**src/scp_pkg.sv**
```systemverilog
// Summary of operation
// Select low: accept shift clock and data
// Select high: ignore shift clock and data
// Sample data on rising edge, falling if strap
// Change status on falling edge, rising if strap
// Select low: shift out each channel status
// Select high: status output high impedance
// Command pending low while processing command
// Host sends commands only while pending high
// Reset low returns device to initial state
// After reset, halt and enter power-down
// ROM-disable strap high disables ROM interface
// ROM select low only during ROM access
// Pending low in reset, high in power-down
// Reset/power-down: status Hi-Z, ROM outputs high
// Synchronise host pins before edge detection
package scp_pkg;

  // =====================================================
  // Sizes
  // =====================================================
  localparam int SCP_CMD_W = 8;   // Bits per command word
  localparam int SCP_CH = 4;      // Playback channels reported
  localparam int SCP_SYNC_W = 7;  // Synchronised pin count

  // =====================================================
  // Synchroniser bit positions
  // =====================================================
  localparam int SCP_IX_SEL = 0;
  localparam int SCP_IX_SCK = 1;
  localparam int SCP_IX_SI = 2;
  localparam int SCP_IX_EDGE = 3;
  localparam int SCP_IX_ROMDIS = 4;
  localparam int SCP_IX_RST = 5;
  localparam int SCP_IX_ROMIN = 6;

  // =====================================================
  // Reset values
  // =====================================================
  // Select idle high, pin reset held active, rest low
  localparam logic [SCP_SYNC_W-1:0] SCP_SYNC_RST = 7'h01;
  localparam logic SCP_ROM_IDLE = 1'b1;  // ROM pins idle level

  // =====================================================
  // Device states
  // =====================================================
  typedef enum logic [1:0] {
    SCP_ST_RESET = 2'b00,  // Reset pin held low
    SCP_ST_PDOWN = 2'b01,  // Halted after reset
    SCP_ST_IDLE = 2'b10,   // Ready for a command
    SCP_ST_BUSY = 2'b11    // Processing a command
  } scp_state_e;

endpackage

```
**src/scp_port.sv**
```systemverilog
`timescale 1ns/10ps
`default_nettype none
// =====================================================
// Serial command port pin logic
// =====================================================
module scp_port
  import scp_pkg::*;
#(
  parameter int CMD_W = SCP_CMD_W,
  parameter int CH = SCP_CH
)
(
  input wire logic clk,
  input wire logic arst_n,
  input wire logic reset_n,
  input wire logic host_select_n,
  input wire logic shift_clock,
  input wire logic serial_in,
  output logic status_out,
  output logic status_oe,
  output logic cmd_pending_n,
  input wire logic edge_polarity_strap,
  input wire logic ext_rom_disable,
  output logic rom_select_n,
  output logic rom_shift_clock,
  output logic rom_data_out,
  input wire logic rom_data_in,
  output logic [CMD_W-1:0] cmd_data,
  output logic cmd_valid,
  input wire logic cmd_done,
  input wire logic [CH-1:0] channel_status,
  input wire logic rom_req,
  input wire logic rom_clk_core,
  input wire logic rom_mosi_core,
  output logic rom_miso,
  output logic rom_enabled,
  output logic powered_down
);

  // =====================================================
  // Declarations
  // =====================================================
  logic [SCP_SYNC_W-1:0] pins_s;   // Synchronised pins
  logic sel_s;                     // Select, active low
  logic sck_s;                     // Shift clock
  logic si_s;                      // Serial data
  logic edge_s;                    // Edge polarity strap
  logic romdis_s;                  // ROM disable strap
  logic rst_s;                     // Reset pin, active low
  logic sck_d;                     // Previous shift clock
  logic sck_rise;                  // Rising shift clock edge
  logic sck_fall;                  // Falling shift clock edge
  logic sample_edge;               // Edge that takes data
  logic drive_edge;                // Edge that moves status
  scp_state_e state;               // Device state
  scp_state_e next_state;          // Next device state
  logic [CMD_W-1:0] rx_shift;      // Incoming bits
  logic [$clog2(CMD_W+1)-1:0] rx_cnt; // Bits received
  logic rx_last;                   // Final bit of a word
  logic [CH-1:0] so_shift;         // Outgoing status bits
  logic active;                    // Out of reset and power-down

  // =====================================================
  // Pin synchronisation
  // =====================================================
  // All host and strap pins pass two flops
  scp_sync #(
    .WIDTH(SCP_SYNC_W),
    .RST_VAL(SCP_SYNC_RST)
  ) u_sync (
    .clk(clk),
    .arst_n(arst_n),
    .async_in({rom_data_in, reset_n, ext_rom_disable, edge_polarity_strap,
               serial_in, shift_clock, host_select_n}),
    .sync_out(pins_s)
  );

  assign sel_s = pins_s[SCP_IX_SEL];
  assign sck_s = pins_s[SCP_IX_SCK];
  assign si_s = pins_s[SCP_IX_SI];
  assign edge_s = pins_s[SCP_IX_EDGE];
  assign romdis_s = pins_s[SCP_IX_ROMDIS];
  assign rst_s = pins_s[SCP_IX_RST];
  assign rom_miso = pins_s[SCP_IX_ROMIN];

  // =====================================================
  // Shift clock edge detection
  // =====================================================
  // Last synchronised shift clock level
  always_ff @(posedge clk or negedge arst_n)
  begin
    if (!arst_n)
      sck_d <= 1'b0;
    else
      sck_d <= sck_s;
  end

  assign sck_rise = sck_s && !sck_d;
  assign sck_fall = !sck_s && sck_d;
  // Edges only count while selected
  assign sample_edge = !sel_s && (edge_s ? sck_fall : sck_rise);
  assign drive_edge = !sel_s && (edge_s ? sck_rise : sck_fall);
  assign rx_last = sample_edge && (rx_cnt == ($clog2(CMD_W+1))'(CMD_W-1));

  // =====================================================
  // Device state
  // =====================================================
  // Next state from reset pin, commands and completion
  always_comb
  begin
    next_state = state;
    if (!rst_s)
      next_state = SCP_ST_RESET;
    else
    begin
      unique case (state)
        SCP_ST_RESET: next_state = SCP_ST_PDOWN;
        SCP_ST_PDOWN: if (rx_last) next_state = SCP_ST_BUSY;
        SCP_ST_IDLE: if (rx_last) next_state = SCP_ST_BUSY;
        SCP_ST_BUSY: if (cmd_done) next_state = SCP_ST_IDLE;
      endcase
    end
  end

  // State register
  always_ff @(posedge clk or negedge arst_n)
  begin
    if (!arst_n)
      state <= SCP_ST_RESET;
    else
      state <= next_state;
  end

  assign active = state[1];
  assign powered_down = (state == SCP_ST_PDOWN);
  // Low in reset and busy, high otherwise
  assign cmd_pending_n = (state == SCP_ST_PDOWN) || (state == SCP_ST_IDLE);

  // =====================================================
  // Command reception
  // =====================================================
  // Shift in on sample edges, count restarts when deselected
  always_ff @(posedge clk or negedge arst_n)
  begin
    if (!arst_n)
    begin
      rx_shift <= '0;
      rx_cnt <= '0;
    end
    else if (sel_s || !rst_s)
      rx_cnt <= '0;
    else if (sample_edge)
    begin
      rx_shift <= {rx_shift[CMD_W-2:0], si_s};
      rx_cnt <= rx_last ? '0 : rx_cnt + 1'b1;
    end
  end

  // Hand a whole word to the core unless busy or in reset
  always_ff @(posedge clk or negedge arst_n)
  begin
    if (!arst_n)
    begin
      cmd_data <= '0;
      cmd_valid <= 1'b0;
    end
    else
    begin
      cmd_valid <= rx_last && rst_s && (state != SCP_ST_BUSY) && (state != SCP_ST_RESET);
      if (rx_last)
        cmd_data <= {rx_shift[CMD_W-2:0], si_s};
    end
  end

  // =====================================================
  // Status output
  // =====================================================
  // Load while deselected, shift on drive edges
  always_ff @(posedge clk or negedge arst_n)
  begin
    if (!arst_n)
      so_shift <= '0;
    else if (sel_s)
      so_shift <= channel_status;
    else if (drive_edge)
      so_shift <= {so_shift[CH-2:0], 1'b0};
  end

  assign status_out = so_shift[CH-1];
  // Driven only while selected and running
  assign status_oe = !sel_s && active;

  // =====================================================
  // External ROM interface
  // =====================================================
  assign rom_enabled = !romdis_s;

  // ROM pins follow the core only during an access
  always_ff @(posedge clk or negedge arst_n)
  begin
    if (!arst_n)
    begin
      rom_select_n <= SCP_ROM_IDLE;
      rom_shift_clock <= SCP_ROM_IDLE;
      rom_data_out <= SCP_ROM_IDLE;
    end
    else if (rom_req && !romdis_s && active && rst_s)
    begin
      rom_select_n <= 1'b0;
      rom_shift_clock <= rom_clk_core;
      rom_data_out <= rom_mosi_core;
    end
    else
    begin
      rom_select_n <= SCP_ROM_IDLE;
      rom_shift_clock <= SCP_ROM_IDLE;
      rom_data_out <= SCP_ROM_IDLE;
    end
  end
endmodule
`default_nettype wire

```
**src/scp_sync.sv**
```systemverilog
`timescale 1ns/10ps
`default_nettype none
// =====================================================
// Two-stage synchroniser for a group of pins
// =====================================================
module scp_sync
  import scp_pkg::*;
#(
  parameter int WIDTH = SCP_SYNC_W,
  parameter logic [WIDTH-1:0] RST_VAL = '0
)
(
  input wire logic clk,
  input wire logic arst_n,
  input wire logic [WIDTH-1:0] async_in,
  output logic [WIDTH-1:0] sync_out
);

  logic [WIDTH-1:0] stage1; // First stage, read only by second

  // Two flops in series, constant reset values
  always_ff @(posedge clk or negedge arst_n)
  begin
    if (!arst_n)
    begin
      stage1 <= RST_VAL;
      sync_out <= RST_VAL;
    end
    else
    begin
      stage1 <= async_in;
      sync_out <= stage1;
    end
  end

endmodule
`default_nettype wire

```
**config.mk**
```make
export PLATFORM = sky130hd
export DESIGN_NAME = scp_port
export DESIGN_NICKNAME = d
export VERILOG_FILES = /design/src/scp_pkg.sv /design/src/scp_port.sv /design/src/scp_sync.sv
export SDC_FILE = /design/constraint.sdc
export NUM_CORES = 1
export LEC_CHECK = 0
export BUFFER_PORTS_ARGS = -buffer_cell sky130_fd_sc_hd__buf_2
export CAP_MARGIN = 15
export CORE_UTILIZATION = 57
export DETAILED_ROUTE_END_ITERATION = 10
export GPL_TIMING_DRIVEN = 0
export MAX_ROUTING_LAYER = met4
export PLACE_DENSITY = 0.91
export SETUP_SLACK_MARGIN = 0.5
export SYNTH_ARGS = -nofsm -noshare
export SYNTH_HDL_FRONTEND = slang
export SYNTH_SLANG_ARGS = --single-unit
```
**constraint.sdc**
```tcl
create_clock -name clk -period 2.95 [get_ports clk]
set_input_delay 0 -clock clk [delete_from_list [all_inputs] [get_ports clk]]
set_output_delay 0 -clock clk [all_outputs]
set_load 0.1 [all_outputs]
```
After elaboration in Yosys (flattened, before gate mapping):

Cells that the tools add are included.

* logic and storage cells: 61
* bits of input ports: 17
* register bits after elaboration: 44
* output and inout port bits: 18

* reduce and logical (&&, ||, !) cells: 26
* bitwise logic cells: 1
* add/sub/neg operators: 1
* mux-type cells: 14
* equality and inequality tests: 7

Operator list (count)
* 4-bit 2-to-1 mux: 5
* 1-bit logical AND: 12
* 2-bit 2-to-1 mux: 3
* 3-bit inequality test (second input constant): 2
* 2-bit case mux with 3 select lines: 1
* 2-bit nonzero test: 3
* 1-bit zero test: 5
* 1-bit 2-to-1 mux: 5
* 4-bit by 1-bit adder with 4-bit output (second input constant): 1
* 2-bit == test (second input constant): 2
* 4-bit by 3-bit == test with 1-bit output (second input constant): 1
* 2-bit AND reduction: 2
* 2-bit by 1-bit == test with 1-bit output (second input constant): 1
* 2-bit zero test: 1
* 1-bit logical OR: 2
* 2-bit inequality test (second input constant): 1
* 2-bit OR reduction: 1
* 1-bit NOT: 1

Longest topological paths before layout:

* depth after elaboration: 8
* mapped depth: 5
* mapped depth without buffers: 5

Hierarchy:

A second synthesis with hierarchy kept.

* cells, all modules: 117
* area total of the unflattened synthesis: 1704.1 sq um

Modules (own cells, without submodules)
* scp_port: area an instance 1351.3 sq um, cells each 103, times used 1, sequential area each 754.5 sq um
* scp_sync: area an instance 352.8 sq um, cells each 14, times used 1, sequential area each 352.8 sq um

Worst setup path after synthesis:

Ideal clock, no wire load.

* kind: flip-flop to flip-flop
* start: reg state[1]
* end: reg state[0]
* path slack: 1.011 ns
* library setup time: 0.080 ns
* buffers on the path: 0
* required time: 2.870 ns
* arrival time: 1.858 ns
* period minus slack after synthesis: 1.939 ns
* stages on the path, launching flop included: 6
* cell sequence: dfrtp_1 > inv_1 > ha_1 > a22o_1 > a21oi_1 > mux2i_1

* word-level cells in the longest chain between the ends: 4

Ends and longest elaborated chain
* from (decl): line scp_port.sv:55 `scp_state_e state;`
* from (signal assigned): line scp_port.sv:131 `state <= next_state;`
* 2-bit by 1-bit == test with 1-bit output or 2-bit == test (tied branches): line scp_port.sv:116 `unique case (state)`
* 2-bit OR reduction (no source line)
* 2-bit case mux with 3 select lines or 3-bit inequality test (tied branches)
* 2-bit 2-to-1 mux or 2-bit AND reduction (tied branches)

Several ways; a longest one is shown, not always the timed one.
A chain may end at the register's enable or synchronous reset.

Final worst setup path:

* start: reg sck_d
* end: reg rx_shift[6]

* word-level cells in the longest chain between the ends: 5

Ends and longest elaborated chain
* from (decl): line scp_port.sv:50 `logic sck_d;`
* from (signal assigned): line scp_port.sv:95 `sck_d <= sck_s;`
* 1-bit zero test: line scp_port.sv:98 `assign sck_rise = sck_s && !sck_d;`
* 1-bit logical AND: line scp_port.sv:98
* 1-bit 2-to-1 mux (*): line scp_port.sv:101 `assign sample_edge = !sel_s && (edge_s ? sck_fall : sck_rise);`
* 1-bit logical AND (*): line scp_port.sv:101
* 2-bit AND reduction (no source line) (*)
* to (signal assigned): line scp_port.sv:154 `rx_shift <= {rx_shift[CMD_W-2:0], si_s};`
* to (decl): line scp_port.sv:57 `logic [CMD_W-1:0] rx_shift;`

Every way passes the cells marked *; elsewhere a longest branch is shown, timed or not.

==> run_results.csv <==
group,metric,value,unit
routing,vias_per_cell,5.290,
floorplanning,die-width,57.56,µm
power,power,1.403,mW
synthesis,synthArstFlopShare,1.000,
power,clock_power_share,0.212,
sta,min_period,1813,ps
placed_design,io_buffers,34,
critical_path,r2r-start,"sck_d",
synthesis,synth-xor-area-share,0.009957,
cells_and_area,final_common_cell,"dfrtp_1",
placed_design,pre_cts_ws,1156,ps
critical_path,arrival,2060,ps
cells_and_area,regArea,0.001107,mm²
sta,setup_ws,1137,ps
routing,wl_met1,1299,µm
sta,holdWs,147.0,ps
power,p_int,0.8942,mW
critical_path,startpoint,"sck_d",
cells_and_area,layout_common_cells,"39 x dfrtp_1, 34 x buf_2, 15 x dlygate4sd3_1",
run_status,status,"complete, but fails checks",
cells_and_area,fin_nets,200,
clocking,cts-resized-gates,0,
power,ir_drop,0.8306,mV
routing,wire_per_inst,14.87,µm
cells_and_area,antennaDiodeCount,0,
worst_hold_path,min_to,"state[0]",
sta,rsz0062_at_grt,"no",
placed_design,dpl.hpwl,2134,µm
worst_hold_path,hold_path.class,"in -> reg",
power,power_frac_seq,0.504,
worst_hold_path,holdPathStages,5,
synthesis,ys_types,31,
clocking,cts.reportedPaths.clkPinSlew,120,ps
critical_path,r2r_end,"rx_shift[6]",
global_route,antenna_found_initial,0,
power,cellLeakagePower,1.077,nW
floorplanning,die_height,57.56,µm
critical_path,critical_path_class,"reg -> reg",
sta,fin_skew,6.290,ps
clocking,cts-buffers-inserted,5,
synthesis,synth_fp_nets,144,
floorplanning,die_area,0.003313,mm²
global_route,grt.total_usage,0.2280,
clocking,clkLatencyLatePin,350,ps
sta,final-hold-violation-count,0,
clocking,tritoncts,"yes",
clocking,cts.sinks,44,
synthesis,avgSynthCellArea,14.42,µm²
power,power.density,643.4,mW/mm²
global_route,grt-ovfl-total,0,
routing,drtIter0Drc,68,
sta,tns,0,ps
synthesis,synthAdderAreaFrac,0.03556,
synthesis,synth-simple-area-share,0.1159,
routing,drt_wl_total,3122,µm
routing,highest_layer,"met4",
routing,met2_wirelength,1558,µm
critical_path,rr_worst_depth,3,
synthesis,synth_seq_cells,44,
floorplanning,start_util,0.6218,
clocking,cts_htree_levels,2,
clocking,clockBufferDepth,2,
synthesis,seq_area_frac_synth,0.6294,
global_route,grt_pass1_wl,5237,µm
placed_design,dp_cells,187,
placed_design,place_congestion,0.9109,
synthesis,synth_mux_area_frac,0.1415,
routing,detail-route-antenna-nets,0,
floorplanning,num_rows,19,
sta,slew_headroom,0.3948,
floorplanning,core-area,0.002829,mm²
power,comb_power_share,0.285,
synthesis,ys.flop_type,"dfrtp_1",
synthesis,synth_top_family_by_area,"multiplexers",
cells_and_area,fillers,174,
run_status,failed_checks,"design-rule violations",
critical_path,end_kind,"register",
synthesis,synth-edff-count,0,
critical_path,start_kind,"register",
power,swShare,0.3627,
global_route,grt_pass1_vias,1146,
sta,finalCritPeriodShare,0.6145,
floorplanning,ios,35,
power,p_sw,0.5090,mW
sta,finalSetupViolCount,0,
global_route,grt_max_degree,45,
synthesis,yosysWarnings,0,
routing,drt_pass1_iterations,7,
critical_path,critPathMaxFanout,7,
synthesis,synthCells,122,
cells_and_area,area_growth,23.97,%
routing,dr_total_vias,1111,
cells_and_area,drive_above_1_share,0.3855,
cells_and_area,multiInputGateArea,621.8,µm²
critical_path,rrSetupSlack,1140,ps
sta,fmax,0.5516,GHz
routing,drc,4,
sta,drv_slew,0,
synthesis,syn_area,0.001759,mm²
worst_hold_path,hold_path.startpoint,"cmd_done",
critical_path,cp.required,3190,ps
clocking,root_buffer,"clkbuf_4",
sta,tightest_slew,907.8,ps
cells_and_area,final_cells,210,
run,cap_violations,0,
synthesis,synth_compound_area_frac,0.05050,
routing,met3WireLength,197,µm
-- worst max-delay path, cell delays in order, from the launching register on --
cell	delay [ps]
dfrtp_1	460
or3b_2	560
a21oi_4	310
mux2_2	380
-- per-layer routing --
metal | GRT usage | vias to the layer above
met4 | 0.1289 | 0
met2 | 0.3621 | 36
met3 | 0.05442 | 9
met5 | - | -
li1 | - | 529
met1 | 0.2655 | 537
-- cells in the mapped netlist (2+ instances only) --
library cell   n  area, µm²
mux2_4         8      120.1
nand3b_1       3      22.52
and2_1         2      12.51
nand2_1        7      26.28
dfrtp_1       39      975.9
o21ai_0        9      45.04
or2_2          2      12.51
ha_1           5      62.56
nand2b_1       5      31.28
inv_1          4      15.01
dfstp_2        5      131.4
mux2_2         7      78.83
nand4b_1       2      17.52
xor2_1         2      17.52
nor2_1         2      7.510
mux2i_1        5      50.05
-- power by group through the flow --
stage                     clock [mW]  combinational, mW  sequential [mW]
final                          0.297              0.399            0.707
after detailed placement           0              0.382            0.720
after floorplan                    0              0.297            0.728
after global routing           0.334              0.425            0.717
after global placement             0              0.366            0.713
after CTS                      0.307              0.399            0.708
-- metrics by stage --
stage,utilization,area (µm²)
after floorplan,-,1759
after global placement,0.6957,1968
after detailed placement,0.6957,1968
after CTS,0.7709,2181
after global routing,0.7709,2181
final,0.7709,2181
-- sequential cells by signal, summed over array words and instances (netlist names) --
name / count
state: 2
rom_data_out: 1
cmd_valid: 1
cmd_data: 8
sck_d: 1
so_shift: 4
u_sync.sync_out: 7
u_sync.stage1: 7
rom_shift_clock: 1
rx_cnt: 4
rom_select_n: 1
rx_shift: 7
-- worst max path at each step --
| stage | endpoint | slack, ps |
|---|---|---|
| after floorplan | state[0] | 1010 |
| after global placement | rx_shift[0] | 1210 |
| after detailed placement | rx_shift[5] | 1160 |
| after CTS | rx_shift[6] | 1140 |
| after global routing | rx_shift[5] | 1090 |
| final | rx_shift[6] | 1140 |
-- kinds of logic (layout without fill, tap and decap cells) --
kind of cell | Yosys count | count (layout)
flip-flops | 44 | 44
AND/OR/NAND/NOR | 31 | 31
multiplexers | 20 | 20
AO/OA/AOI/OAI | 14 | 14
buffers and inverters | 6 | 63
adder cells (fa/ha/maj) | 5 | 5
XOR/XNOR | 2 | 2
-- cell type report --
class,instances,area share
plain buffers,2,0.006885
clock buffers,7,0.02524
clock inverters,1,0.003442
inverters,4,0.006885
multi-input cells,72,0.2851
flip-flops and latches,44,0.5077
well taps,31,0.01779
repair buffers,49,0.1469
-- what timing repair did --
item                                    in CTS  in global routing
endpoints found under the setup margin       0                  0
hold endpoints to repair                    53                  0
hold buffers                                15                  0
buffers inserted                             0                  0
Note: power is estimated with default switching activity, not from simulation.
